`config.mk`:
```
export PLATFORM = sky130hd
export DESIGN_NAME = mds_muldiv_unit_flat
export DESIGN_NICKNAME = d
export VERILOG_FILES = /design/src/mds_pkg.sv /design/src/mds_link_if.sv /design/src/mds_muldiv_unit.sv /design/src/flat_wrapper.sv
export VERILOG_INCLUDE_DIRS = /design/src
export SDC_FILE = /design/constraint.sdc
export NUM_CORES = 2
export LEC_CHECK = 0
export BUFFER_PORTS_ARGS = -buffer_cell sky130_fd_sc_hd__buf_2
export CAP_MARGIN = 10
export CORE_UTILIZATION = 30
export DETAILED_ROUTE_END_ITERATION = 12
export PLACE_DENSITY = 0.57
export RECOVER_POWER = 50
export SLEW_MARGIN = 20
export SYNTH_ARGS = -nofsm -noshare
export SYNTH_HDL_FRONTEND = slang
export SYNTH_SLANG_ARGS = --single-unit
```
`constraint.sdc`:
```
create_clock -name ref_clk_i -period 93.5 [get_ports ref_clk_i]
set_input_delay 9.35 -clock ref_clk_i [delete_from_list [all_inputs] [get_ports ref_clk_i]]
set_output_delay 9.35 -clock ref_clk_i [all_outputs]
set_load 0.01 [all_outputs]
```
`src/mds_consts.svh`:
```
// Address map, field positions, reset values and cycle counts of the arithmetic unit
`ifndef MDS_CONSTS_SVH
`define MDS_CONSTS_SVH

// --------------------------------------------------------------------------
// Register addresses on the link
// --------------------------------------------------------------------------
`define MDS_ADDR_OPB0  3'h0
`define MDS_ADDR_OPB1  3'h1
`define MDS_ADDR_OPB2  3'h2
`define MDS_ADDR_OPB3  3'h3
`define MDS_ADDR_OPB4  3'h4
`define MDS_ADDR_OPB5  3'h5
`define MDS_ADDR_ACTL  3'h6

// --------------------------------------------------------------------------
// Control register fields and reset values
// --------------------------------------------------------------------------
`define MDS_ERR_BIT     7
`define MDS_OVF_BIT     6
`define MDS_DIR_BIT     5
`define MDS_CNT_MSB     4
`define MDS_ACTL_RESET  8'h00
`define MDS_BYTE_RESET  8'h00

// --------------------------------------------------------------------------
// Execution times in clock cycles
// --------------------------------------------------------------------------
`define MDS_LAT_DIV32   5'd17
`define MDS_LAT_DIV16   5'd9
`define MDS_LAT_MUL     5'd11
`define MDS_LAT_SHIFT0  5'd2
`define MDS_LAT_NORM0   5'd3

`endif

```
`src/mds_pkg.sv`:
```
// Types shared by both ends of the arithmetic unit link
package mds_pkg;
  typedef enum logic [2:0] {
    MDS_OP_NONE  = 3'h0,
    MDS_OP_DIV32 = 3'h1,
    MDS_OP_DIV16 = 3'h2,
    MDS_OP_MUL   = 3'h3,
    MDS_OP_SHIFT = 3'h4,
    MDS_OP_NORM  = 3'h5
  } mds_op_e;

  typedef enum logic [1:0] {
    MDS_ST_IDLE   = 2'b00,
    MDS_ST_LOAD   = 2'b01,
    MDS_ST_EXEC   = 2'b11,
    MDS_ST_RESULT = 2'b10
  } mds_dev_state_e;

  typedef enum logic [2:0] {
    MDS_H_IDLE  = 3'b000,
    MDS_H_WRITE = 3'b001,
    MDS_H_WAIT  = 3'b011,
    MDS_H_READ  = 3'b010,
    MDS_H_LAST  = 3'b110
  } mds_host_state_e;
endpackage

```
`src/mds_link_if.sv`:
```
// Register access link between the processor side and the arithmetic unit
`timescale 1ns/1ps
`default_nettype none
interface mds_link_if;
  logic       wr;     // Write strobe, one cycle
  logic       rd;     // Read strobe, one cycle
  logic [2:0] addr;   // Register address
  logic [7:0] wdata;  // Write data
  logic [7:0] rdata;  // Read data, valid the cycle after rd
  logic       busy;   // Calculation executing

  modport dev (
    input  wr,
    input  rd,
    input  addr,
    input  wdata,
    output rdata,
    output busy
  );

  modport host (
    output wr,
    output rd,
    output addr,
    output wdata,
    input  rdata,
    input  busy
  );
endinterface
`default_nettype wire

```
`src/mds_muldiv_unit.sv`:
```
// Multiply, divide, shift and normalize unit: the device end of the link
`timescale 1ns/1ps
`default_nettype none
`include "mds_consts.svh"

// Contract
// - Core writes operand byte 0 first
// - Byte 2/3 write selects 32/16 division
// - Byte 4 divides 16/16, byte 1 multiplies
// - Byte 5 or control write starts it
// - Unit computes alone after start
// - Latency 17, 9, 11 cycles
// - Shift takes 3 to 18 cycles
// - Normalize takes 3 to 19 cycles
// - Quotient low bytes, remainder bytes 4-5
// - Final read of byte 5/3 ends
// - Normalize shifts left until top bit set
// - Normalize shift total stored in count field
// - Direction bit and nonzero count for shifts
// - Zeros shift in at the vacated end
// - Error detection armed byte 0, disarmed finally
// - Write during execution sets error
// - Operand read during execution sets error, continues
// - Error flag cleared by control read only
// - Overflow: zero divisor, big product, normalized
// - Clean operation clears overflow
// - Software cannot write the overflow flag
// - Zero count selects normalize
// - Overflow visible at control bit 6
module mds_muldiv_unit
  import mds_pkg::*;
(
  input  wire logic ref_clk_i,
  input  wire logic reset_n_i,
  input  wire logic ce_i,
  mds_link_if.dev   link,
  output logic      busy_o,
  output logic      err_o,
  output logic      ovf_o
);

  // --------------------------------------------------------------------------
  // Helpers
  // --------------------------------------------------------------------------
  // Leading zeros of a word, capped at 31 so a zero word still fits the field
  function automatic logic [4:0] lead_zeros(input logic [31:0] v);
    logic [4:0] n;
    logic       hit;
    n   = 5'd31;
    hit = 1'b0;
    for (int i = 31; i >= 1; i--) begin
      if (!hit && v[i]) begin
        n   = 5'(31 - i);
        hit = 1'b1;
      end
    end
    return n;
  endfunction

  // Cycles for a step count: base plus half the count, rounded up
  function automatic logic [4:0] step_lat(input logic [4:0] base, input logic [4:0] n);
    logic [5:0] half;
    half = ({1'b0, n} + 6'd1) >> 1;
    return 5'(base + half[4:0]);
  endfunction

  // --------------------------------------------------------------------------
  // State
  // --------------------------------------------------------------------------
  mds_dev_state_e st_q,    st_d;
  mds_op_e        op_q,    op_d;
  logic [7:0]     opb_q    [6];
  logic [7:0]     opb_d    [6];
  logic [4:0]     cnt_f_q, cnt_f_d;    // Shift count field
  logic           dir_q,   dir_d;
  logic           ovf_q,   ovf_d;
  logic           err_q,   err_d;
  logic           armed_q, armed_d;
  logic           hi_q,    hi_d;       // Byte 2/3 seen in load
  logic           b4_q,    b4_d;
  logic           b1_q,    b1_d;
  logic [4:0]     lat_q,   lat_d;
  logic [47:0]    pend_q,  pend_d;     // Result waiting for completion
  logic           pov_q,   pov_d;
  logic [4:0]     pcnt_q,  pcnt_d;
  logic [7:0]     rdata_q, rdata_d;

  logic        wr_ev;
  logic        rd_ev;
  logic [31:0] word_n;
  logic [15:0] divisor_n;
  logic [31:0] prod_n;
  logic [4:0]  lz_n;
  logic [7:0]  actl_n;

  assign wr_ev = ce_i & link.wr;
  assign rd_ev = ce_i & link.rd;

  // Control register as read back; the flags sit above direction and count
  // overflow at bit 6
  assign actl_n = {err_q, ovf_q, dir_q, cnt_f_q};

  // --------------------------------------------------------------------------
  // Next-state logic
  // --------------------------------------------------------------------------
  always_comb begin
    st_d    = st_q;
    op_d    = op_q;
    opb_d   = opb_q;
    cnt_f_d = cnt_f_q;
    dir_d   = dir_q;
    ovf_d   = ovf_q;
    err_d   = err_q;
    armed_d = armed_q;
    hi_d    = hi_q;
    b4_d    = b4_q;
    b1_d    = b1_q;
    lat_d   = lat_q;
    pend_d  = pend_q;
    pov_d   = pov_q;
    pcnt_d  = pcnt_q;
    rdata_d = rdata_q;

    if (rd_ev && link.addr == `MDS_ADDR_ACTL) begin
      err_d = 1'b0;
    end

    // Read data and read side effects
    if (rd_ev) begin
      rdata_d = (link.addr == `MDS_ADDR_ACTL) ? actl_n :
                (link.addr <= `MDS_ADDR_OPB5) ? opb_q[link.addr] : 8'h00;
      if (st_q == MDS_ST_EXEC && armed_q && link.addr <= `MDS_ADDR_OPB5) begin
        err_d = 1'b1;
      end
      if (st_q == MDS_ST_RESULT &&
          ((link.addr == `MDS_ADDR_OPB5 &&
            (op_q == MDS_OP_DIV32 || op_q == MDS_OP_DIV16)) ||
           (link.addr == `MDS_ADDR_OPB3 &&
            (op_q == MDS_OP_MUL || op_q == MDS_OP_SHIFT || op_q == MDS_OP_NORM)))) begin
        armed_d = 1'b0;
        st_d    = MDS_ST_IDLE;
      end
    end

    // Completion of an executing calculation
    if (st_q == MDS_ST_EXEC) begin
      if (lat_q == 5'd1) begin
        for (int i = 0; i < 6; i++) begin
          opb_d[i] = pend_q[8*i +: 8];
        end
        ovf_d = pov_q;
        if (op_q == MDS_OP_NORM) begin
          cnt_f_d = pcnt_q;
        end
        st_d = MDS_ST_RESULT;
      end else begin
        lat_d = lat_q - 5'd1;
      end
    end

    // Writes; a write while executing abandons the calculation
    if (wr_ev) begin
      if (st_q == MDS_ST_EXEC) begin
        err_d = 1'b1;
        st_d  = MDS_ST_IDLE;
        opb_d = opb_q;
      end
      if (link.addr <= `MDS_ADDR_OPB5) begin
        opb_d[link.addr] = link.wdata;
      end
      if (link.addr == `MDS_ADDR_ACTL) begin
        dir_d   = link.wdata[`MDS_DIR_BIT];
        cnt_f_d = link.wdata[`MDS_CNT_MSB:0];
      end
      if (link.addr == `MDS_ADDR_OPB0) begin
        armed_d = 1'b1;
        st_d    = MDS_ST_LOAD;
        hi_d    = 1'b0;
        b4_d    = 1'b0;
        b1_d    = 1'b0;
      end else if (st_q == MDS_ST_LOAD) begin
        if (link.addr == `MDS_ADDR_OPB2 || link.addr == `MDS_ADDR_OPB3) begin
          hi_d = 1'b1;
        end
        if (link.addr == `MDS_ADDR_OPB4) begin
          b4_d = 1'b1;
          b1_d = 1'b0;  // Later of bytes 1 and 4 decides
        end
        if (link.addr == `MDS_ADDR_OPB1) begin
          b1_d = 1'b1;
          b4_d = 1'b0;
        end
      end
    end

    // Operand views include the byte written this cycle
    word_n    = {opb_d[3], opb_d[2], opb_d[1], opb_d[0]};
    divisor_n = {opb_d[5], opb_d[4]};
    prod_n    = {opb_d[1], opb_d[0]} * {opb_d[5], opb_d[4]};
    lz_n      = lead_zeros(word_n);

    if (wr_ev && st_q == MDS_ST_LOAD && link.addr == `MDS_ADDR_OPB5) begin
      st_d   = MDS_ST_EXEC;
      pend_d = {opb_d[5], opb_d[4], word_n};
      pov_d  = (divisor_n == 16'h0000);
      if (hi_q) begin
        op_d  = MDS_OP_DIV32;
        lat_d = `MDS_LAT_DIV32;
        if (divisor_n != 16'h0000) begin
          pend_d = {16'(word_n % {16'h0000, divisor_n}), word_n / {16'h0000, divisor_n}};
        end
      end else if (b1_q && !b4_q) begin
        op_d   = MDS_OP_MUL;
        lat_d  = `MDS_LAT_MUL;
        pend_d = {opb_d[5], opb_d[4], prod_n};
        pov_d  = (prod_n > 32'h0000ffff);
      end else begin
        // Only byte 0 written selects the short division too
        op_d  = MDS_OP_DIV16;
        lat_d = `MDS_LAT_DIV16;
        if (divisor_n != 16'h0000) begin
          pend_d = {word_n[15:0] % divisor_n, opb_d[3], opb_d[2], word_n[15:0] / divisor_n};
        end
      end
    end else if (wr_ev && st_q == MDS_ST_LOAD && link.addr == `MDS_ADDR_ACTL) begin
      st_d  = MDS_ST_EXEC;
      pov_d = 1'b0;
      if (link.wdata[`MDS_CNT_MSB:0] == 5'd0) begin
        op_d = MDS_OP_NORM;
        pov_d  = word_n[31];
        pcnt_d = word_n[31] ? 5'd0 : lz_n;
        lat_d  = step_lat(`MDS_LAT_NORM0, pcnt_d);
        pend_d = {opb_d[5], opb_d[4], word_n << pcnt_d};
      end else begin
        op_d  = MDS_OP_SHIFT;
        lat_d = step_lat(`MDS_LAT_SHIFT0, link.wdata[`MDS_CNT_MSB:0]);
        pend_d = {opb_d[5], opb_d[4],
                  link.wdata[`MDS_DIR_BIT] ? word_n >> link.wdata[`MDS_CNT_MSB:0]
                                           : word_n << link.wdata[`MDS_CNT_MSB:0]};
      end
    end
  end

  // --------------------------------------------------------------------------
  // Registers, frozen while the clock enable is low
  // --------------------------------------------------------------------------
  always_ff @(posedge ref_clk_i or negedge reset_n_i) begin
    if (!reset_n_i) begin
      st_q    <= MDS_ST_IDLE;
      op_q    <= MDS_OP_NONE;
      for (int i = 0; i < 6; i++) begin
        opb_q[i] <= `MDS_BYTE_RESET;
      end
      cnt_f_q <= 5'(`MDS_ACTL_RESET);
      dir_q   <= 1'b0;
      ovf_q   <= 1'b0;
      err_q   <= 1'b0;
      armed_q <= 1'b0;
      hi_q    <= 1'b0;
      b4_q    <= 1'b0;
      b1_q    <= 1'b0;
      lat_q   <= 5'd0;
      pend_q  <= 48'h0;
      pov_q   <= 1'b0;
      pcnt_q  <= 5'd0;
      rdata_q <= 8'h00;
    end else if (ce_i) begin
      st_q    <= st_d;
      op_q    <= op_d;
      opb_q   <= opb_d;
      cnt_f_q <= cnt_f_d;
      dir_q   <= dir_d;
      ovf_q   <= ovf_d;
      err_q   <= err_d;
      armed_q <= armed_d;
      hi_q    <= hi_d;
      b4_q    <= b4_d;
      b1_q    <= b1_d;
      lat_q   <= lat_d;
      pend_q  <= pend_d;
      pov_q   <= pov_d;
      pcnt_q  <= pcnt_d;
      rdata_q <= rdata_d;
    end
  end

  // Outputs
  assign link.rdata = rdata_q;
  assign link.busy  = (st_q == MDS_ST_EXEC);
  assign busy_o     = (st_q == MDS_ST_EXEC);
  assign err_o      = err_q;
  assign ovf_o      = ovf_q;

endmodule
`default_nettype wire

```
`src/flat_wrapper.sv`:
```
// flat-port wrapper written by rule: the top's interface ports become plain ports
module mds_muldiv_unit_flat import mds_pkg::*;
  (ref_clk_i, reset_n_i, ce_i, busy_o, err_o, ovf_o, link_wr, link_rd, link_addr, link_wdata, link_rdata, link_busy);
  mds_link_if link_i ();
  input  wire logic ref_clk_i;
  input  wire logic reset_n_i;
  input  wire logic ce_i;
  output logic busy_o;
  output logic err_o;
  output logic ovf_o;
  input wire logic [$bits(link_i.wr)-1:0] link_wr;
  input wire logic [$bits(link_i.rd)-1:0] link_rd;
  input wire logic [$bits(link_i.addr)-1:0] link_addr;
  input wire logic [$bits(link_i.wdata)-1:0] link_wdata;
  output wire logic [$bits(link_i.rdata)-1:0] link_rdata;
  output wire logic [$bits(link_i.busy)-1:0] link_busy;
  assign link_i.wr = link_wr;
  assign link_i.rd = link_rd;
  assign link_i.addr = link_addr;
  assign link_i.wdata = link_wdata;
  assign link_rdata = link_i.rdata;
  assign link_busy = link_i.busy;
  mds_muldiv_unit u_core (.ref_clk_i(ref_clk_i), .reset_n_i(reset_n_i), .ce_i(ce_i), .link(link_i), .busy_o(busy_o), .err_o(err_o), .ovf_o(ovf_o));
endmodule
```
### After elaboration in Yosys (flattened, before gate mapping)

Index checks and enable logic that the tools add are counted.

* word-level logic and storage cells: 286
* register bits after elaboration: 132
* bits of input ports: 16
* output and inout port bits: 12

* $mul: 1
* muxes and demuxes: 134
* shifts and indexed selects: 3
* reduce and logical (&&, ||, !) cells: 94
* magnitude comparators: 4
* divide/modulo/power cells: 4
* eq/ne operators: 16
* bitwise gates (word level): 4
* add/sub/neg operators: 5

Operator list (number)
* $mux 48: 12
* $mux 5: 42
* $mux 32: 2
* $shl 32x5->32: 2
* $mux 1: 57
* $bwmux 48: 1
* $logic_and 1x1->1: 41
* $mux 8: 5
* $div 32x16->32: 1
* $gt 32x16->1 const B: 1
* $mod 32x16->32: 1
* $mul 16x16->32: 1
* $shr 32x5->32: 1
* $logic_not 1->1: 31
* $bmux 8 s3: 1
* $demux 8 s3: 1
* $mux 2: 10
* $div 16x16->16: 1
* $logic_not 16->1: 1
* $mod 16x16->16: 1
* $reduce_bool 16->1: 1
* $eq 3x3->1 const B: 5
* $add 5x1->6 const B: 2
* $eq 3x2->1 const B: 4
* 22 further kinds: 40

### Logic depth before layout (Yosys ltp)

* depth after elaboration: 105
* depth in mapped cells: 503
* gate-level depth less buffers: 463

### Least setup slack after synthesis

OpenSTA, ideal clock, no wires.

* path kind: input -> register
* start: input port ce_i
* end: register u_core.pend_q[47]
* data arrival time: 103.459 ns
* stages: 470
* buffers on the path: 47
* slack: -10.063 ns
* path through: buf_2 > nand2_1 > and3_4 > buf_4 > buf_6 > buf_6 > buf_2 > a221o_1 > inv_2 > ha_1 > nor2_1 > a31oi_1 > o211a_1 > nand2_1 > nand2_1 > o21ai_0 > ha_1 > or3b_2 > (+434 left out) > mux2i_1 > ha_1 > a21o_1 > a21o_1 > a21o_1 > a21o_1 > a21oi_1 > o21bai_1 > a21o_1 > a21o_1 > a21o_1 > a21o_1 > a21o_1 > a21o_1 > a21o_1 > a21oi_1 > xor2_1 > o311ai_1

* word-level cells in the longest chain between the ends: 7
* elaborated cells between the ends (all ways): 16
* those cells by class: div (2); mux (7); bitwise (1); reduce/logical (6)

Ends and longest elaborated chain
* start: declaration: RTL line flat_wrapper.sv:7 `input wire logic ce_i;`
* branches (longest 7 deep; another with $mod 32x16->32)
* end signal: assignment: RTL line mds_muldiv_unit.sv:280 `pend_q <= pend_d;`
* end: declaration: RTL line mds_muldiv_unit.sv:83 `logic [47:0] pend_q, pend_d;`

Several ways; the timed one is not identified. The select of a mux whose other input is x is not followed.
A chain may end at the register's enable or synchronous reset.

==> key figures <==
Floorplan
  – Die Span Y: 406 um
  – Die extent in x: 406 um
  – Row count: 147
  – Total die area: 165000 um2
  – Core area: 161000 um2
  – IO Count: 28
  – Starting Density: 30.4%

Worst setup path
  – Flop2flop setup slack: 10.17 ns
  – Reg-to-reg startpoint: u_core.lat_q[1]$_DFFE_PN0P_
  – CP Max Fanout: 10
  – Cell repeated most along the worst path: o21a_1
  – CP Class: in -> reg
  – Crit. End Element: register
  – CP peak stage delay: 0.62 ns
  – Slowest-stage cell, CP: or4_4
  – Startpoint Class: input pin
  – Worst Path Arrival: 91.73 ns
  – Crit path required time: 93.79 ns
  – Capturing point of the worst reg2reg path: u_core.pend_q[47]$_DFFE_PN0P_
  – Worst Reg-to-Reg Cells: 450

Final layout
  – Layout cells sized above 1: 20.5%
  – Seq. cell area: 3300 um2
  – Fill count: 16802
  – Post-Layout Inst Area: 59400 um2
  – Area of the multi-input gates: 45700 um2
  – Area Overhead vs Synth: 21.2%
  – Nets@finish: 7953

Synthesis
  – Yosys cell types: 122
  – Yosys top cell area share: 16.4%
  – Ys flop type: dfrtp_1
  – Sequential area share after synthesis: 6.75%
  – Number of synthesized register bits: 132
  – Mapped Area: 49000 um2
  – Leading area contributor after synthesis: ha_1
  – Average size of a mapped cell: 7.30 um2
  – Syn nets: 7557
  – Synth Instances: 6704
  – Post-synth EDFFs: 0
  – Synth warn: 0
  – Async S/R FF share, synth: 100%
  – Synth top area cells: ha_1 (16%), fa_1 (8.0%), dfrtp_1 (6.7%)

Timing
  – Final Hold Fails: 0
  – Worst slew pin tran: 4.42 ns
  – Relative slew slack: -195%
  – Pins Over Slew Limit: 77
  – RSZ-0062 raised after global routing: true
  – Final setup viols: 0
  – Fmax achieved: 10.9 MHz
  – Min Tclk post-route: 91.45 ns
  – Clock skew: 0.0135 ns
  – Final Cycle Share: 97.8%

Clock tree
  – Root buffer cell: clkbuf_16
  – Total CTS buffers: 17
  – CTS sink cnt: 132
  – H-tree depth: 4
  – CTS tree: done
  – Max Buffers Root-to-Sink: 2
  – Worst-Skew Late Latency: 0.45 ns
  – Clock-pin slew on the worst setup and hold paths: 0.07 ns
  – Hold buffers post-CTS: 0

Detailed routing
  – Drt pass-1 iters: 9
  – Drt drc: 0
  – Vias per inst: 5.92
  – Final ANT Viol Nets: 0
  – Vias post-DR: 54883
  – Wire per inst: 23.2 um
  – Final wirelength: 215 mm
  – DRT iter0 DRCs: 5571

Job
  – Max_cap viols: 1

Global route
  – Vias in the first global route: 51030
  – Largest net degree at the start of global routing: 96
  – Total congestion overflow: 0
  – GRT Util Overall: 24.7%
  – First-pass GRT wire length: 314 mm
  – Initial antenna violation count: 3

Outcome
  – Violated checks: max-capacitance violations, max-slew violations
  – Status: complete, but fails checks

Hold path
  – HP Class: reg -> reg
  – WHS Path Cells: 2
  – Hold Startpoint: u_core.link.rdata[2]$_DFFE_PN0P_
  – Hold Path End: u_core.link.rdata[2]$_DFFE_PN0P_

Placement
  – Area post-placement: 54900 um2
  – Final Wtd Congestion: 0.987
  – Port Buf Inserts: 27
  – HPWL after DPL: 163 mm
critical path, delay by kind of cell:
family,cells,cell delay (ns)
AO/OA/AOI/OAI,272,48.60
multiplexers,12,2.91
XOR/XNOR,1,0.25
AND/OR/NAND/NOR,110,18.74
adder cells (fa/ha/maj),32,8.70
buffers and inverters,24,3.07
registers in the layout, summed over array words and instances, names as in the netlist:
name	flops
u_core.opb_q	48
u_core.pend_q	48
u_core.link.rdata	8
u_core.cnt_f_q	5
u_core.lat_q	5
u_core.pcnt_q	5
u_core.op_q	3
u_core.st_q	2
u_core.armed_q	1
u_core.b1_q	1
u_core.b4_q	1
u_core.dir_q	1
u_core.err_o	1
u_core.hi_q	1
u_core.ovf_o	1
u_core.pov_q	1
cells by family after synthesis:
group	Yosys count	synth area share, %
AOI/OAI and AO/OA	2141	29.7
and+or+nand+nor	2345	22.4
muxes	293	6.62
DFF	132	6.75
buffers and inverters	701	5.61
adders and majority gates	838	24.4
xor gates and xnor gates	254	4.54
cell usage after synthesis (46+ instances only):
library cell  count
a211oi_1         65
a21o_1          129
a21oi_1         454
a31oi_1          55
and2_1           55
and3_1           65
buf_1            46
clkbuf_1        251
dfrtp_1         132
fa_1            196
ha_1            641
inv_1           334
mux2_2          152
mux2i_1         129
nand2_1         753
nand2b_1         59
nand3_1         103
nand4_1          80
nor2_1          658
nor3_1          318
o211ai_1         67
o21a_1          301
o21ai_0         386
o31ai_1         227
xnor2_1         158
xor2_1           96
cells in the final DEF (no fill, tap or decap), drive strengths merged, types with 39 or more instances in the layout:
cell,count
ha,641
or2,39
nor2b,40
o211ai,67
a31oi,57
o21a,301
and2,57
o22ai,45
a21o,129
nand3,103
dfrtp,132
nor4,45
fa,196
o21ai,409
inv,344
nor2,661
xor2,96
o31ai,229
and3,67
xnor2,158
mux2i,130
buf,711
mux2,155
nand2,757
a221oi,49
nor3,322
a211oi,69
nand2b,60
nand4,81
a21oi,458
area by class of cell:
cell class,instances,area share (%)
tap,2160,4.55
inverter,356,2.31
sequential,132,5.57
multi-input combinational,5874,77.0
timing repair buffer,719,9.50
clock inverter,11,0.255
antenna,1,0.00422
clock buffer,20,0.769
repair_timing:
action                     in CTS  in global routing
gates cloned                    0                  9
pin swaps                      12                249
buffers inserted                8                213
resized for setup              30                379
setup endpoints to repair      17                 18
worst max-delay path by stage:
stage                      start                       endpoint  slack, ns  cells after the start
finish                      ce_i  u_core.pend_q[47]$_DFFE_PN0P_       2.05                    451
global placement            ce_i  u_core.pend_q[35]$_DFFE_PN0P_      -0.01                    443
global route                ce_i  u_core.pend_q[47]$_DFFE_PN0P_      -1.99                    451
detailed placement  link_addr[0]  u_core.pend_q[45]$_DFFE_PN0P_      -1.83                    444
floorplan           link_addr[1]  u_core.pend_q[47]$_DFFE_PN0P_       0.01                    476
CTS                         ce_i  u_core.pend_q[47]$_DFFE_PN0P_       0.03                    443
routing by layer:
layer  share of wire, %  track usage, %  vias up
met3                8.5            3.89      458
met5              0.016               0        -
met1                 43            33.3    26540
li1                   -               -    25569
met4                4.4            9.32        4
met2                 44            39.2     2312
stage by stage:
| step | setup TNS, ns | setup WS (ns) | std cells | util, % | hold WS, ns |
|---|---|---|---|---|---|
| final | 0 | 2.05 | 9273 | 36.8 | 0.476 |
| after global routing | -31.88 | -1.99 | 9272 | 36.8 | 0.518 |
| after CTS | 0 | 0.0323 | 9051 | 34.5 | 0.486 |
| after detailed placement | -30.28 | -1.83 | 9012 | 34.1 | 0.471 |
| after global placement | -0.0208 | -0.0107 | 9012 | 34.0 | 0.463 |
| after floorplan | 0 | 0.0118 | 6704 | - | 0.439 |
Power is left out: the tool's default activity adds up to more than one toggle a clock period on the data nets, which glitch-free logic cannot reach.
